### src/common/protect_pkg.sv
/*
 Constants, types and timing for the drive protection monitor.
 Assumes a 40 MHz core clock; currents and settings arrive as plain numbers.
*/
package protect_pkg;
   localparam int unsigned CLK_HZ          = 40_000_000;
   localparam int unsigned TICK_HZ         = 10;
   localparam int unsigned TICK_CYCLES     = CLK_HZ / TICK_HZ;
   localparam int          CUR_W           = 16;
   localparam int          TIME_W          = 12;
   localparam int          FUNC_W          = 5;
   localparam int          NUM_INPUTS      = 8;
   localparam int          PCT_W           = 8;
   localparam int          AN_W            = 12;
   localparam logic [7:0]  WARN_TIME_DEF   = 8'h0A;
   localparam logic [7:0]  TRIP_TIME_DEF   = 8'h3C;
   localparam logic [7:0]  WAIT_TIME_DEF   = 8'h0A;
   localparam logic [7:0]  STALL_LEVEL_DEF = 8'h96;
   localparam int          PCT_DIV         = 100;
   localparam int          TENTHS_PER_S    = 10;
   localparam logic [4:0]  FN_OVERLOAD     = 5'h05;
   localparam logic [4:0]  FN_INV_OVERLOAD = 5'h06;
   localparam logic [4:0]  FN_STALL        = 5'h07;
   localparam logic [4:0]  FN_CMD_LOSS     = 5'h0B;
   localparam logic [4:0]  FN_EXT_TRIP_NO  = 5'h12;
   localparam logic [4:0]  FN_EXT_TRIP_NC  = 5'h13;
   localparam int          MASK_ACC        = 0;
   localparam int          MASK_CONST      = 1;
   localparam int          MASK_DEC        = 2;
   localparam logic [1:0]  PL_OFF          = 2'h0;
   localparam logic [1:0]  PL_OUT          = 2'h1;
   localparam logic [1:0]  PL_IN           = 2'h2;
   localparam logic [1:0]  PL_BOTH         = 2'h3;
   localparam logic [1:0]  AL_OFF          = 2'h0;
   localparam logic [1:0]  AL_HALF         = 2'h1;
   localparam logic [1:0]  AL_MIN          = 2'h2;
   localparam logic [1:0]  ACT_CONTINUE    = 2'h0;
   localparam logic [1:0]  ACT_COAST       = 2'h1;
   localparam logic [1:0]  ACT_DECEL       = 2'h2;

   typedef enum logic [1:0] {
      PH_STOP  = 2'b00,
      PH_ACC   = 2'b01,
      PH_CONST = 2'b11,
      PH_DEC   = 2'b10
   } ramp_phase_t;

   typedef enum logic [1:0] {
      LS_OK    = 2'b00,
      LS_WAIT  = 2'b01,
      LS_ACTED = 2'b11
   } loss_state_t;

   typedef struct packed {
      logic [7:0] warn_level;
      logic [7:0] warn_time;
      logic       trip_enable;
      logic [7:0] trip_level;
      logic [7:0] trip_time;
      logic [2:0] stall_mask;
      logic [7:0] stall_level;
   } overload_cfg_t;

   typedef struct packed {
      logic [1:0]  criterion;
      logic        combined_ref;
      logic        comm_ref;
      logic [1:0]  action;
      logic [10:0] wait_time;
      logic [11:0] volt_min;
      logic [11:0] curr_min;
   } loss_cfg_t;

   typedef struct packed {
      logic overload_warn;
      logic inv_overload;
      logic stall;
      logic cmd_loss;
   } status_t;
endpackage : protect_pkg

### src/hw/persist_timer.sv
/*
 Persistence timer: flags once a condition has held for a set count of ticks.
 Assumes tick is a one-cycle pulse on core_clk.
*/
`timescale 1ns/1ps
`default_nettype none
module persist_timer #(
   parameter int W = 12
) (
   input  wire logic         core_clk,  // System clock
   input  wire logic         rstn,      // Synchronous reset, active low
   input  wire logic         tick,      // Time base pulse
   input  wire logic         cond,      // Condition being timed
   input  wire logic [W-1:0] limit,     // Ticks the condition must hold
   output logic              expired    // Condition held long enough
);
   logic [W-1:0] count_r;
   logic [W-1:0] count_nxt;
   logic         expired_r;
   logic         expired_nxt;

   always_comb begin
      count_nxt   = count_r;
      expired_nxt = expired_r;
      if (!cond) begin
         count_nxt   = '0;
         expired_nxt = 1'b0;
      end else if (count_r >= limit) begin
         expired_nxt = 1'b1;
      end else if (tick) begin
         count_nxt = count_r + W'(1);
      end
   end

   always_ff @(posedge core_clk) begin
      if (!rstn) begin
         count_r   <= '0;
         expired_r <= 1'b0;
      end else begin
         count_r   <= count_nxt;
         expired_r <= expired_nxt;
      end
   end

   assign expired = expired_r;
endmodule : persist_timer
`default_nettype wire

### src/hw/drive_protection_monitor.sv
/*
 Drive protection monitor: overload warning and trip, stall prevention,
 phase loss, external trips, inverter overload and reference loss.
 Assumes currents in amps scaled alike, settings held stable by the
 parameter store, and contact inputs straight from the terminal pins.
*/
// Behaviour
// - Warn when current exceeds warn level for time
// - Collector output shows warning at code 5
// - Trip output off after sustained overcurrent
// - Accel stall: decelerate above stall level
// - Constant run stall: reduce speed above level
// - Decel stall: hold decel on high DC link
// - Stall level is percent of rated current
// - Stall status at code 7: overcurrent regardless of mask, DC link hold only with decel mask bit
// - Ramps stretch while accel or decel stall prevention acts, not constant run stall
// - Phase loss select 0 off,1 out,2 in,3 both
// - Output phase loss shuts output off
// - Input phase loss or capacitor due blocks output
// - Eight inputs each selectable as external trip
// - Code 18 trips on closed contact
// - Code 19 trips on open contact
// - Inverter overload signalled at code 6
// - Analog loss criterion off, half minimum, minimum
// - Combined reference lost if either input low
// - After wait apply continue, coast or decelerate
// - Reference loss shown at code 11
// - Loss detection covers communication references
`timescale 1ns/1ps
`default_nettype none
module drive_protection_monitor
   import protect_pkg::*;
#(
   parameter int TICK_DIV = TICK_CYCLES
) (
   input  wire logic                    core_clk,               // 40 MHz clock
   input  wire logic                    rstn,                   // Sync reset, active low
   input  wire logic [CUR_W-1:0]        output_current,         // Measured current
   input  wire logic [CUR_W-1:0]        rated_current_setting,  // Motor rated current
   input  wire logic [CUR_W-1:0]        inverter_rated_current, // Inverter rating
   input  wire overload_cfg_t           ovl_cfg,                // Overload and stall setup
   input  wire ramp_phase_t             ramp_phase,             // Present ramp phase
   input  wire logic                    dc_link_high,           // DC link above limit
   input  wire logic [1:0]              phase_loss_select,      // Phase loss mode
   input  wire logic [2:0]              out_phase_ok,           // U V W present
   input  wire logic                    in_phase_lost,          // Input phase missing
   input  wire logic                    cap_replace_due,        // Capacitor worn out
   input  wire logic [NUM_INPUTS-1:0]   digital_inputs,         // Contact pins, 1 closed
   input  wire logic [NUM_INPUTS*FUNC_W-1:0] input_functions,   // Function per input
   input  wire logic [FUNC_W-1:0]       collector_out_function, // Collector select
   input  wire logic [FUNC_W-1:0]       relay_function,         // Relay select
   input  wire loss_cfg_t               loss_cfg,               // Reference loss setup
   input  wire logic [AN_W-1:0]         analog_voltage_input,   // Voltage reference
   input  wire logic [AN_W-1:0]         analog_current_input,   // Current reference
   input  wire logic                    comm_ref_lost,          // Option link silent
   output logic                         output_off,             // Gate output off
   output logic                         fault,                  // Fault shown
   output logic                         stall_decel,            // Start or force decel
   output logic                         stall_hold_decel,       // Pause deceleration
   output logic                         ramp_stretch,           // Ramp may run long
   output logic                         hold_frequency,         // Keep last frequency
   output logic                         loss_decel_stop,        // Decelerate to stop
   output status_t                      status,                 // Status flags
   output logic                         open_collector_output,  // Collector terminal
   output logic                         relay_contacts          // Relay coil
);
   localparam int PROD_W = CUR_W + PCT_W;

   // Time base of 100 ms
   logic [31:0] tick_cnt_r;
   logic [31:0] tick_cnt_nxt;
   logic        tick_r;
   logic        tick_nxt;

   always_comb begin
      tick_nxt     = 1'b0;
      tick_cnt_nxt = tick_cnt_r + 32'h0000_0001;
      if (tick_cnt_r >= 32'(TICK_DIV - 1)) begin
         tick_cnt_nxt = '0;
         tick_nxt     = 1'b1;
      end
   end

   always_ff @(posedge core_clk) begin
      if (!rstn) begin
         tick_cnt_r <= '0;
         tick_r     <= 1'b0;
      end else begin
         tick_cnt_r <= tick_cnt_nxt;
         tick_r     <= tick_nxt;
      end
   end

   // Contact synchronisers: three stages, change once stages two and three agree
   logic [NUM_INPUTS-1:0] din_s1_r;
   logic [NUM_INPUTS-1:0] din_s2_r;
   logic [NUM_INPUTS-1:0] din_s3_r;
   logic [NUM_INPUTS-1:0] din_r;
   logic [NUM_INPUTS-1:0] din_nxt;

   always_comb begin
      din_nxt = din_r;
      for (int i = 0; i < NUM_INPUTS; i++) begin
         if (din_s2_r[i] == din_s3_r[i]) begin
            din_nxt[i] = din_s3_r[i];
         end
      end
   end

   always_ff @(posedge core_clk) begin
      if (!rstn) begin
         din_s1_r <= '0;
         din_s2_r <= '0;
         din_s3_r <= '0;
         din_r    <= '0;
      end else begin
         din_s1_r <= digital_inputs;
         din_s2_r <= din_s1_r;
         din_s3_r <= din_s2_r;
         din_r    <= din_nxt;
      end
   end

   // Current levels as percent of rated current; inverter overload compares plain current with inverter rating
   logic [PROD_W-1:0] cur_scaled;
   logic [PROD_W-1:0] warn_lim;
   logic [PROD_W-1:0] trip_lim;
   logic [PROD_W-1:0] stall_lim;
   logic              over_warn;
   logic              over_trip;
   logic              over_stall;
   logic              over_inverter;

   always_comb begin
      cur_scaled = PROD_W'(output_current) * PROD_W'(PCT_DIV);
      warn_lim   = PROD_W'(rated_current_setting) * PROD_W'(ovl_cfg.warn_level);
      trip_lim   = PROD_W'(rated_current_setting) * PROD_W'(ovl_cfg.trip_level);
      stall_lim  = PROD_W'(rated_current_setting) * PROD_W'(ovl_cfg.stall_level);
      over_warn     = cur_scaled > warn_lim;
      over_trip     = cur_scaled > trip_lim;
      over_stall    = cur_scaled > stall_lim;
      over_inverter = output_current > inverter_rated_current;
   end

   logic warn_expired;
   logic trip_expired;

   persist_timer #(.W(TIME_W)) u_warn_timer (
      .core_clk (core_clk),
      .rstn     (rstn),
      .tick     (tick_r),
      .cond     (over_warn),
      .limit    (TIME_W'(ovl_cfg.warn_time) * TIME_W'(TENTHS_PER_S)),
      .expired  (warn_expired)
   );

   persist_timer #(.W(TIME_W)) u_trip_timer (
      .core_clk (core_clk),
      .rstn     (rstn),
      .tick     (tick_r),
      .cond     (over_trip & ovl_cfg.trip_enable),
      .limit    (TIME_W'(ovl_cfg.trip_time) * TIME_W'(TENTHS_PER_S)),
      .expired  (trip_expired)
   );

   // Reference loss detection
   logic ref_low;
   logic loss_seen;
   logic loss_waited;

   always_comb begin
      ref_low = 1'b0;
      if (loss_cfg.combined_ref) begin
         if (loss_cfg.criterion != AL_OFF) begin
            ref_low = (analog_voltage_input < loss_cfg.volt_min) |
                      (analog_current_input < loss_cfg.curr_min);
         end
      end else if (loss_cfg.criterion == AL_HALF) begin
         ref_low = analog_voltage_input < (loss_cfg.volt_min >> 1);
      end else if (loss_cfg.criterion == AL_MIN) begin
         ref_low = analog_voltage_input < loss_cfg.volt_min;
      end
      loss_seen = loss_cfg.comm_ref ? comm_ref_lost : ref_low;
   end

   persist_timer #(.W(TIME_W)) u_loss_timer (
      .core_clk (core_clk),
      .rstn     (rstn),
      .tick     (tick_r),
      .cond     (loss_seen),
      .limit    (TIME_W'(loss_cfg.wait_time)),
      .expired  (loss_waited)
   );

   loss_state_t loss_state_r;
   loss_state_t loss_state_nxt;

   always_comb begin
      loss_state_nxt = loss_state_r;
      case (loss_state_r)
         LS_OK: begin
            if (loss_seen) begin
               loss_state_nxt = LS_WAIT;
            end
         end
         LS_WAIT: begin
            if (!loss_seen) begin
               loss_state_nxt = LS_OK;
            end else if (loss_waited) begin
               loss_state_nxt = LS_ACTED;
            end
         end
         LS_ACTED: begin
            if (!loss_seen) begin
               loss_state_nxt = LS_OK;
            end
         end
         default: loss_state_nxt = LS_OK;
      endcase
   end

   // External trips, phase loss and output decisions
   logic ext_trip;
   logic phase_trip;
   logic stall_act;
   logic stall_hold;
   logic stall_any;
   logic loss_acted;
   status_t status_nxt;

   always_comb begin
      ext_trip = 1'b0;
      for (int i = 0; i < NUM_INPUTS; i++) begin
         if (input_functions[i*FUNC_W +: FUNC_W] == FN_EXT_TRIP_NO && din_r[i]) begin
            ext_trip = 1'b1;
         end
         if (input_functions[i*FUNC_W +: FUNC_W] == FN_EXT_TRIP_NC && !din_r[i]) begin
            ext_trip = 1'b1;
         end
      end
      phase_trip = 1'b0;
      if (phase_loss_select == PL_OUT || phase_loss_select == PL_BOTH) begin
         phase_trip = phase_trip | ~&out_phase_ok;
      end
      if (phase_loss_select == PL_IN || phase_loss_select == PL_BOTH) begin
         phase_trip = phase_trip | in_phase_lost | cap_replace_due;
      end
      stall_act  = over_stall &
                   ((ramp_phase == PH_ACC   && ovl_cfg.stall_mask[MASK_ACC]) |
                    (ramp_phase == PH_CONST && ovl_cfg.stall_mask[MASK_CONST]));
      stall_hold = dc_link_high && ramp_phase == PH_DEC &&
                   ovl_cfg.stall_mask[MASK_DEC];
      stall_any  = over_stall | stall_hold;
      loss_acted = loss_state_r == LS_ACTED;
      status_nxt.overload_warn = warn_expired;
      status_nxt.inv_overload  = over_inverter;
      status_nxt.stall         = stall_any;
      status_nxt.cmd_loss      = loss_state_r != LS_OK;
   end

   logic    output_off_r;
   logic    fault_r;
   logic    stall_decel_r;
   logic    stall_hold_r;
   logic    stretch_r;
   logic    hold_freq_r;
   logic    loss_stop_r;
   status_t status_r;
   logic    collector_r;
   logic    relay_r;

   function automatic logic route_out(input logic [FUNC_W-1:0] fn, input status_t st);
      logic res;
      res = 1'b0;
      if (fn == FN_OVERLOAD) begin
         res = st.overload_warn;
      end else if (fn == FN_INV_OVERLOAD) begin
         res = st.inv_overload;
      end else if (fn == FN_STALL) begin
         res = st.stall;
      end else if (fn == FN_CMD_LOSS) begin
         res = st.cmd_loss;
      end
      return res;
   endfunction : route_out

   always_ff @(posedge core_clk) begin
      if (!rstn) begin
         loss_state_r  <= LS_OK;
         output_off_r  <= 1'b0;
         fault_r       <= 1'b0;
         stall_decel_r <= 1'b0;
         stall_hold_r  <= 1'b0;
         stretch_r     <= 1'b0;
         hold_freq_r   <= 1'b0;
         loss_stop_r   <= 1'b0;
         status_r      <= '0;
         collector_r   <= 1'b0;
         relay_r       <= 1'b0;
      end else begin
         loss_state_r  <= loss_state_nxt;
         output_off_r  <= trip_expired | phase_trip | ext_trip |
                          (loss_acted && loss_cfg.action == ACT_COAST);
         fault_r       <= trip_expired | phase_trip | ext_trip;
         stall_decel_r <= stall_act;
         stall_hold_r  <= stall_hold;
         stretch_r     <= (stall_act && ramp_phase == PH_ACC) | stall_hold;
         hold_freq_r   <= loss_acted && loss_cfg.action == ACT_CONTINUE;
         loss_stop_r   <= loss_acted && loss_cfg.action == ACT_DECEL;
         status_r      <= status_nxt;
         collector_r   <= route_out(collector_out_function, status_nxt);
         relay_r       <= route_out(relay_function, status_nxt);
      end
   end

   assign output_off            = output_off_r;
   assign fault                 = fault_r;
   assign stall_decel           = stall_decel_r;
   assign stall_hold_decel      = stall_hold_r;
   assign ramp_stretch          = stretch_r;
   assign hold_frequency        = hold_freq_r;
   assign loss_decel_stop       = loss_stop_r;
   assign status                = status_r;
   assign open_collector_output = collector_r;
   assign relay_contacts        = relay_r;
endmodule : drive_protection_monitor
`default_nettype wire

### config.mk
export PLATFORM = sky130hd
export DESIGN_NAME = drive_protection_monitor
export DESIGN_NICKNAME = d
export VERILOG_FILES = /design/src/common/protect_pkg.sv /design/src/hw/persist_timer.sv /design/src/hw/drive_protection_monitor.sv
export SDC_FILE = /design/constraint.sdc
export NUM_CORES = 1
export LEC_CHECK = 0
export ABC_AREA = 1
export BUFFER_PORTS_ARGS = -buffer_cell sky130_fd_sc_hd__buf_2
export CORE_AREA = 2 2 170 256
export CTS_BUF_LIST = sky130_fd_sc_hd__clkbuf_4
export CTS_CLUSTER_SIZE = 8
export DETAILED_ROUTE_END_ITERATION = 10
export DIE_AREA = 0 0 172 258
export PLACE_DENSITY_LB_ADDON = 0.15
export SYNTH_ARGS = -nofsm -noshare
export SYNTH_HDL_FRONTEND = slang
export SYNTH_SLANG_ARGS = --single-unit
### constraint.sdc
create_clock -name core_clk -period 8.54 [get_ports core_clk]
set_input_delay 0.427 -clock core_clk [delete_from_list [all_inputs] [get_ports core_clk]]
set_output_delay 0.427 -clock core_clk [all_outputs]
set_load 0.01 [all_outputs]
==> impl_metrics.ini, run 1 <==
[sta]
tightest_slew_ns = 0.961
hold_viol_final = 0
setup_tns_ns = 0
min_period_ns = 6.06
rsz0062_at_grt = no
period_share_pct = 70.9
maxSlewHeadroom_pct = 35.7
worst_hold_slack_ns = 0.0554
finalClockSkew_ns = 0.0159
fmax_ghz = 0.165
finalSetupViolations = 0
maxSlewViolCount = 0

[clocking]
clk_pin_slew_ns = 0.10
cts_num_sinks = 119
holdBufCountCts = 0
cts-root-buf = clkbuf_4
post_cts_buffers = 0
cts_buffers = 17
clk_path_buf_depth = 2
cts_resized = 0
clock_latency_ns = 0.56
cts_tree = done
cts.htree.levels = 4

[final_layout]
seq_area_um2 = 2380
layout_commonest_cell = inv_1
stdcell_area_um2 = 24800
nets = 4221
nFillCells = 4089
drive_gt1_share_pct = 8.54
final_util_pct = 58.7
layout_common_cells = inv_1, nand2_1, ha_1
multi_input_comb_area_um2 = 17000
final_cells = 3955
area_growth_pct = 8.22

[routing]
post-route-drc-count = 0
wire_per_inst_um = 14.2
antenna_left = 0
vias = 20213
vias_per_cell = 5.11
drt_wl_total_um = 56100
first_pass_iters = 7
first_iter_violations = 1065

[synth]
ys_async_sr_fraction_pct = 0
synth_top_area_share_pct = 23.1
syn-cell-area_um2 = 23000
avgSynthCellArea_um2 = 7.19
yosysWarnings = 0
synth-seq-cells = 119
ys_seq_area_share_pct = 10.4
synth.distinct_cells = 54
yosysTopAreaCell = fa_1
synthFlopType = dfxtp_1
synth_area_leaders = fa_1, ha_1, inv_1
synth-edff-count = 0
synth_cells = 3193

[critical_path]
r2r-end = u_loss_timer.count_r[5]$_SDFFE_PN0P_
critical_path_required_ns = 9.01
r2r_start = u_loss_timer.count_r[9]$_SDFFE_PN0P_
endpoint_kind = register
crit_fanout = 24
reg2reg_depth = 10
slowest_stage = fa_1
startpoint_type = input port
critPathMaxStageDelay_ns = 0.55
worst-path-buf-inv = 6
crit_top_cell = nand2_1
critPathKind = in2reg
critPathTopFamily = adder cells
arrival_ns = 6.52
r2r_slack_ns = 5.87

[run]
cap_violations = 0

[die]
fp.dieW_um = 172
fp.dieArea_um2 = 44400
die_h_um = 258
start_util_pct = 54.2
rows = 93
io_pins = 241
core_um2 = 42400

[grt]
antenna_found_initial = 1
grt_usage_pct = 26.0
grt_overflow = 0
grt_pass1_vias = 20814
grt_max_degree = 42
grt_pass1_wl_um = 94000

[power_and_ir_drop]
power.internal_mw = 2.69
comb_power_share_pct = 83.5
p_seq_share_pct = 9.7
p_sw_share_pct = 54.6
switchingPower_mw = 3.24
power-per-cell-area_nw_per_um2 = 239
p_clk_share_pct = 6.8
irDropWorstVdd_mv = 0.165
cellLeakagePower_nw = 14.7

[placement]
dp_hpwl_um = 47000
post_dp_cell_area_um2 = 24600
gp_congestion = 0.915
place_inst = 3922
portBuffers = 240

[worst_hold_path]
min_to = din_s1_r[2]$_SDFF_PN0_
hold_path_depth = 3
min_path_type = in2reg
hp-start = digital_inputs[2]

[status]
status = completed
## synthesized netlist by cell type, drive strengths merged, types with 8 or more instances
cell and number:
inv 865, nor4 20, xnor2 44, nor3b 8, nand3 83, o21ai 92, a21o 8, fa 265
nor2 169, dfxtp 119, xor2 81, nor3 37, nand4 37, clkbuf 84, a21oi 164, nand2 693
ha 357
## flip-flops by register name (all words and copies together), names as in the netlist, 2 cells and up
signal                cells
din_r                     8
din_s2_r                  8
din_s3_r                  8
u_loss_timer.count_r     12
u_warn_timer.count_r     12
din_s1_r                  8
loss_state_r              2
tick_cnt_r               32
u_trip_timer.count_r     12
status                    4
## tightest hold or removal path: cells and delay by family
kind / cells / cell delay (ns)
buffers and inverters: 2 / 0.11
AND/OR/NAND/NOR: 1 / 0.04
## how the worst max path moves through the flow
stage                                   from                                    end  slack [ns]  cells after the start
CTS                 rated_current_setting[5]   u_trip_timer.count_r[2]$_SDFFE_PN0P_        2.58                     30
finish              rated_current_setting[5]   u_trip_timer.count_r[2]$_SDFFE_PN0P_        2.48                     30
detailed placement  rated_current_setting[7]   u_trip_timer.count_r[2]$_SDFFE_PN0P_        1.97                     30
global route        rated_current_setting[3]   u_trip_timer.count_r[2]$_SDFFE_PN0P_        1.91                     30
global placement    rated_current_setting[0]       open_collector_output$_SDFF_PN0_        2.14                     33
floorplan                        ovl_cfg[43]  u_warn_timer.count_r[10]$_SDFFE_PN0P_        2.69                     32
## power by group through the flow
stage	Sequential, mW	Combinational (mW)	Clock (mW)
6_report	0.578	4.95	0.401
4_1_cts	0.578	4.95	0.413
2_1_floorplan	0.592	3.75	0
3_3_place_gp	0.590	4.76	0
5_1_grt	0.580	5.75	0.436
3_5_place_dp	0.591	4.92	0
## metal layers
| metal | wire length [um] | track usage, % |
|---|---|---|
| met1 | 22100 | 29.8 |
| met2 | 29000 | 48.8 |
| met3 | 2710 | 2.45 |
| met4 | 2250 | 10.4 |
| met5 | 0 | 0 |
## stage by stage
stage	setup slack [ns]	power [mW]
after global routing	1.91	6.77
after detailed placement	1.97	5.51
after CTS	2.58	5.94
final	2.48	5.93
after floorplan	2.69	4.34
after global placement	2.14	5.35
## final cells by class
class / instances / share of cell area [%]
Clock buffer: 17 / 0.514
Sequential cell: 119 / 9.59
Antenna cell: 1 / 0.0101
Clock inverter: 15 / 0.619
Timing Repair Buffer: 240 / 4.83
Inverter: 867 / 13.1
Multi-Input combinational cell: 2126 / 68.5
Tap cell: 570 / 2.87
## cells by family (layout without fill, tap and decap cells)
family,after synthesis,count (layout),share of synthesized area (%)
buffers and inverters,957,1139,15.7
other,1,11,0.0163
AOI/OAI and AO/OA,312,312,7.45
and+or+nand+nor,1056,1056,19.1
DFF,119,119,10.4
xor gates and xnor gates,125,125,4.77
adders and majority gates,622,622,42.6
muxes,1,1,0.0490
Power figures use the tool's default switching activity.
==> inputs of run 2 (changes only) <==
==> constraint.sdc (replaced) <==
create_clock -name core_clk -period 5.5 [get_ports core_clk]
set_input_delay 0.275 -clock core_clk [delete_from_list [all_inputs] [get_ports core_clk]]
set_output_delay 0.275 -clock core_clk [all_outputs]
set_load 0.01 [all_outputs]
==> run 2 against run 1 <==
  * Die area unchanged
  * Global-route usage increased by 1.9 points
  * Critical path depth decreased by 1
  * Hold slack got worse by 0.0013 ns
==> impl_metrics.ini, run 2 (same netlist as run 1, synthesis figures left out) <==
[status]
status = completed

[grt]
antenna_found_initial = 1
grt_pass1_vias = 21737
grt_pass1_wl_um = 99500
grt_overflow = 0
grt_usage_pct = 27.9
grt_max_degree = 42

[die]
io_pins = 241
fp.dieArea_um2 = 44400
fp.dieW_um = 172
core_um2 = 42400
start_util_pct = 54.2
rows = 93
die_h_um = 258

[final_layout]
nets = 4474
drive_gt1_share_pct = 15.6
area_growth_pct = 18.2
final_cells = 4208
layout_common_cells = inv_1, nand2_1, ha_1
top_register = tick_cnt_r
largest_reg_flops = 32
layout_commonest_cell = inv_1
nFillCells = 3969
stdcell_area_um2 = 27100

[placement]
gp_congestion = 0.953
place_inst = 4158
portBuffers = 240
dp_hpwl_um = 53000
place_worst_setup_slack_ns = -0.490
post_dp_cell_area_um2 = 26400

[critical_path]
crit_top_cell = nand2_1
arrival_ns = 5.72
slowest_stage = fa_1
critPathKind = in2reg
critPathMaxStageDelay_ns = 0.55
critical_path_required_ns = 5.95
endpoint_kind = register
startpoint_type = input port
crit_fanout = 13

[sta]
setup_tns_ns = 0
finalClockSkew_ns = 0.0204
hold_viol_final = 0
maxSlewViolCount = 0
tightest_slew_ns = 0.982
worst_slack_ns = 0.231
finalSetupViolations = 0
fmax_ghz = 0.190
period_share_pct = 95.8
min_period_ns = 5.27
maxSlewHeadroom_pct = 34.3
worst_hold_slack_ns = 0.0541

[clocking]
clock_latency_ns = 0.56
cts-root-buf = clkbuf_4
cts_num_sinks = 119
cts_buffers = 17
cts_tree = done
cts.htree.levels = 4
clk_pin_slew_ns = 0.10
clk_path_buf_depth = 2

[worst_hold_path]
min_path_type = in2reg

[routing]
wire_per_inst_um = 14.5
post-route-drc-count = 0
antenna_left = 0
first_pass_iters = 5
vias = 21075
first_iter_violations = 998
vias_per_cell = 5.01
drt_wl_total_um = 61100

[power_and_ir_drop]
irDropWorstVdd_mv = 0.289
power-per-cell-area_nw_per_um2 = 410
cellLeakagePower_nw = 16.0

[run]
cap_violations = 0
## run 2: repair_timing
item,CTS,global route
endpoints found under the setup margin,0,30
hold buffers,13,0
endpoints found under the hold margin,12,0
gates resized for setup,0,62
setup buffers,0,3
## run 2: cell type report
| type | count | area [um^2] | share of cell area (%) |
|---|---|---|---|
| multi-input combinational | 2126 | 17200 | 63.5 |
| timing repair buffer | 493 | 3290 | 12.1 |
| inverter | 867 | 3250 | 12.0 |
| sequential | 119 | 2380 | 8.78 |
| tap | 570 | 713 | 2.63 |
| clock inverter | 15 | 144 | 0.530 |
| clock buffer | 17 | 128 | 0.470 |
| antenna | 1 | 2.50 | 0.00922 |
## run 2: stage by stage
stage | total power, mW | util (%)
after CTS | 10.8 | 63.4
after global routing | 12.4 | 64.1
after floorplan | 6.76 | -
final | 11.1 | 64.1
after detailed placement | 10.1 | 62.4
after global placement | 9.84 | 62.4
## run 2: worst paths after layout
kind	from	to	slack [ns]	cells after the start
worst min-delay path	dc_link_high	stall_hold_decel$_SDFF_PN0_	0.05	5
worst max register to register	u_loss_timer.count_r[9]$_SDFFE_PN0P_	u_loss_timer.count_r[5]$_SDFFE_PN0P_	2.86	10
worst min register to register	din_s1_r[2]$_SDFF_PN0_	din_s2_r[2]$_SDFF_PN0_	0.43	2
worst max-delay path	rated_current_setting[3]	u_trip_timer.count_r[5]$_SDFFE_PN0P_	0.23	29
## run 2: power by group
group	switching, mW	total (mW)	internal, mW	leakage [nW]
Clock	0.371	0.603	0.232	0.132
Sequential	0.0100	0.898	0.888	0.969
Combinational	5.18	9.62	4.44	14.9
Total	5.56	11.1	5.56	16.0
## run 2: worst max-delay path, delay by kind of cell
| kind | cells | cell delay [ns] |
|---|---|---|
| AO/OA/AOI/OAI | 4 | 0.81 |
| adder cells (fa/ha/maj) | 6 | 2.71 |
| buffers and inverters | 8 | 0.83 |
| AND/OR/NAND/NOR | 10 | 0.89 |
| XOR/XNOR | 1 | 0.17 |
## run 2: layer usage
metal  up-vias  wire, um  global-route usage (%)
met5         -         0                       0
met4         0      2790                    12.7
met3       141      2670                    3.28
met2       520     32500                    53.9
met1      9905     23200                    29.8
li1      10509         -                       -
==> inputs of run 3 (changes only) <==
--- a/config.mk
+++ b/config.mk
@@ -7,12 +7,13 @@
 export LEC_CHECK = 0
 export ABC_AREA = 1
 export BUFFER_PORTS_ARGS = -buffer_cell sky130_fd_sc_hd__buf_2
-export CORE_AREA = 2 2 170 256
+export CORE_AREA = 2 2 173 260
 export CTS_BUF_LIST = sky130_fd_sc_hd__clkbuf_4
 export CTS_CLUSTER_SIZE = 8
 export DETAILED_ROUTE_END_ITERATION = 10
-export DIE_AREA = 0 0 172 258
+export DIE_AREA = 0 0 175 262
 export PLACE_DENSITY_LB_ADDON = 0.15
 export SYNTH_ARGS = -nofsm -noshare
 export SYNTH_HDL_FRONTEND = slang
+export SYNTH_HIERARCHICAL = 1
 export SYNTH_SLANG_ARGS = --single-unit
==> run 3 against run 2 <==
  * Hold slack improved by 0.0011 ns
  * Clock-buffer cell count grew 8
  * Die area is 3.3% higher
  * First-iteration DRC count is 11% lower
  * Worst setup slack worse by 0.053 ns
  * Core utilization increased by 0.41 points
==> impl_metrics.ini, run 3 <==
[status]
status = completed

[routing]
vias_per_cell = 5.10
drt_wl_total_um = 64000
first_iter_violations = 888
post-route-drc-count = 0
wire_per_inst_um = 14.6
vias = 22287
first_pass_iters = 5
antenna_left = 0

[synth]
synth_cells = 3341
synth_compound_area_share_pct = 7.79
synth_mux_area_share_pct = 0
synth_xor_area_share_pct = 3.78
synth.distinct_cells = 52
synth_adder_area_share_pct = 41.4
syn-cell-area_um2 = 23700
ys_seq_area_share_pct = 10.1
synth-seq-cells = 119
yosysMostFrequentCell = inv_1
avgSynthCellArea_um2 = 7.08
synth-edff-count = 0
synthFlopType = dfxtp_1
synth_area_leaders = fa_1, ha_1, inv_1
yosysWarnings = 6
synth_common_cells = inv_1, nand2_1, ha_1
ys_async_sr_fraction_pct = 0
synth_top_family_by_area = adder cells
synthSimpleGateAreaFrac_pct = 21.7
yosysTopAreaCell = fa_1
synth_top_area_share_pct = 22.4

[power_and_ir_drop]
power.internal_mw = 5.86
cellLeakagePower_nw = 16.6
power-per-cell-area_nw_per_um2 = 415
p_clk_share_pct = 4.5
switchingPower_mw = 5.82
comb_power_share_pct = 87.8
p_seq_share_pct = 7.8
irDropWorstVdd_mv = 0.336
p_sw_share_pct = 49.8

[final_layout]
drive_gt1_share_pct = 16.8
seq_area_um2 = 2380
nFillCells = 4052
layout_commonest_cell = inv_1
multi_input_comb_area_um2 = 18100
area_growth_pct = 18.9
nets = 4639
stdcell_area_um2 = 28100
largest_reg_flops = 32
top_register = tick_cnt_r
layout_common_cells = inv_1, nand2_1, ha_1

[clocking]
clk_pin_slew_ns = 0.07
cts-root-buf = clkbuf_4
clk_path_buf_depth = 3
cts_num_sinks = 119
cts_buffers = 25
cts_tree = done
clock_latency_ns = 0.59
cts.htree.levels = 4

[critical_path]
critPathKind = in2reg
critPathTopFamily = adder cells
crit_top_cell = nand2_1
startpoint_type = input port
worst-path-buf-inv = 6
critPathMaxStageDelay_ns = 0.55
slowest_stage = fa_1
r2r_slack_ns = 3.18
critical_path_required_ns = 5.98
arrival_ns = 5.81
reg2reg_depth = 9
endpoint_kind = register
crit_fanout = 15
worst-path-stages = 29

[placement]
place_worst_setup_slack_ns = -0.728
portBuffers = 240
dp_hpwl_um = 55100
post_dp_cell_area_um2 = 27100
gp_congestion = 0.935

[sta]
maxSlewViolCount = 0
min_period_ns = 5.32
worst_slack_ns = 0.178
finalClockSkew_ns = 0.0370
tightest_slew_ns = 0.915
finalSetupViolations = 0
fmax_ghz = 0.188
rsz0062_at_grt = yes
period_share_pct = 96.8
maxSlewHeadroom_pct = 39.0
hold_viol_final = 0

[grt]
grt_max_degree = 44
grt_pass1_wl_um = 107000
grt_overflow = 0
grt_pass1_vias = 23474
grt_usage_pct = 28.6
antenna_found_initial = 2

[die]
fp.dieW_um = 175
rows = 94
start_util_pct = 54.2
fp.dieArea_um2 = 45900
die_h_um = 262
core_um2 = 43600
io_pins = 241

[worst_hold_path]
hold_path_depth = 4
min_path_type = in2reg

[run]
cap_violations = 0
-- run 3: tightest hold or removal path: cells and delay by family --
kind	cells	cell delay [ns]
AND/OR/NAND/NOR	2	0.13
buffers and inverters	2	0.15
-- run 3: power groups by stage --
stage | clock, mW | combinational, mW | sequential [mW]
2_1_floorplan | 0 | 5.96 | 0.925
3_3_place_gp | 0 | 9.26 | 0.925
3_5_place_dp | 0 | 9.49 | 0.926
4_1_cts | 0.542 | 9.58 | 0.906
5_1_grt | 0.584 | 11.6 | 0.910
6_report | 0.522 | 10.2 | 0.906
-- run 3: cells by family (layout without fill, tap and decap cells) --
| logic type | after synthesis | after routing |
|---|---|---|
| compound gates | 331 | 331 |
| xor+xnor | 102 | 102 |
| fa+ha+maj | 624 | 624 |
| buf+inv | 949 | 1387 |
| flops | 119 | 119 |
| other cells | 1 | 15 |
| simple gates | 1215 | 1215 |
-- run 3: cell type report --
| class | instances | area share [%] |
|---|---|---|
| inverters | 849 | 11.3 |
| repair buffers | 507 | 12.4 |
| well taps | 576 | 2.56 |
| clock inverters | 6 | 0.0845 |
| diodes | 2 | 0.0178 |
| flip-flops and latches | 119 | 8.47 |
| multi-input cells | 2285 | 64.5 |
| clock buffers | 25 | 0.667 |
-- run 3: what timing repair did --
item / 4_1_cts / 5_1_grt
cloned: 0 / 2
hold endpoints to repair: 12 / 0
hold buffers: 12 / 0
buffers inserted: 0 / 14
setup endpoints to repair: 26 / 31
gates resized for setup: 5 / 137
pin swaps: 0 / 57
-- run 3: per-layer routing --
layer / vias up / track usage, % / wire, um
li1: 11096 / - / -
met2: 556 / 56.9 / 34100
met1: 10462 / 29.8 / 24000
met4: 0 / 13.8 / 3560
met3: 173 / 2.45 / 2360
met5: - / 0 / 0
-- run 3: worst paths after layout --
path | to | start
setup / recovery | u_warn_timer/count_r[8]$_SDFFE_PN0P_ | rated_current_setting[5]
hold / removal | ramp_stretch$_SDFF_PN0_ | ramp_phase[1]
setup reg to reg | u_loss_timer/count_r[2]$_SDFFE_PN0P_ | u_loss_timer/count_r[9]$_SDFFE_PN0P_
hold reg to reg | din_s2_r[6]$_SDFF_PN0_ | din_s1_r[6]$_SDFF_PN0_
-- run 3: through the flow --
step	hold WS [ns]	setup TNS (ns)	power (mW)	util [%]	instances
detailed placement	0.401	-19.47	10.4	62.2	4308
global placement	0.392	-14.95	10.2	62.2	4308
floorplan	0.352	0	6.89	-	3353
CTS	0.0211	0	11.0	63.0	4351
global route	0.0615	-1.53	13.1	64.5	4369
finish	0.0552	0	11.7	64.5	4369
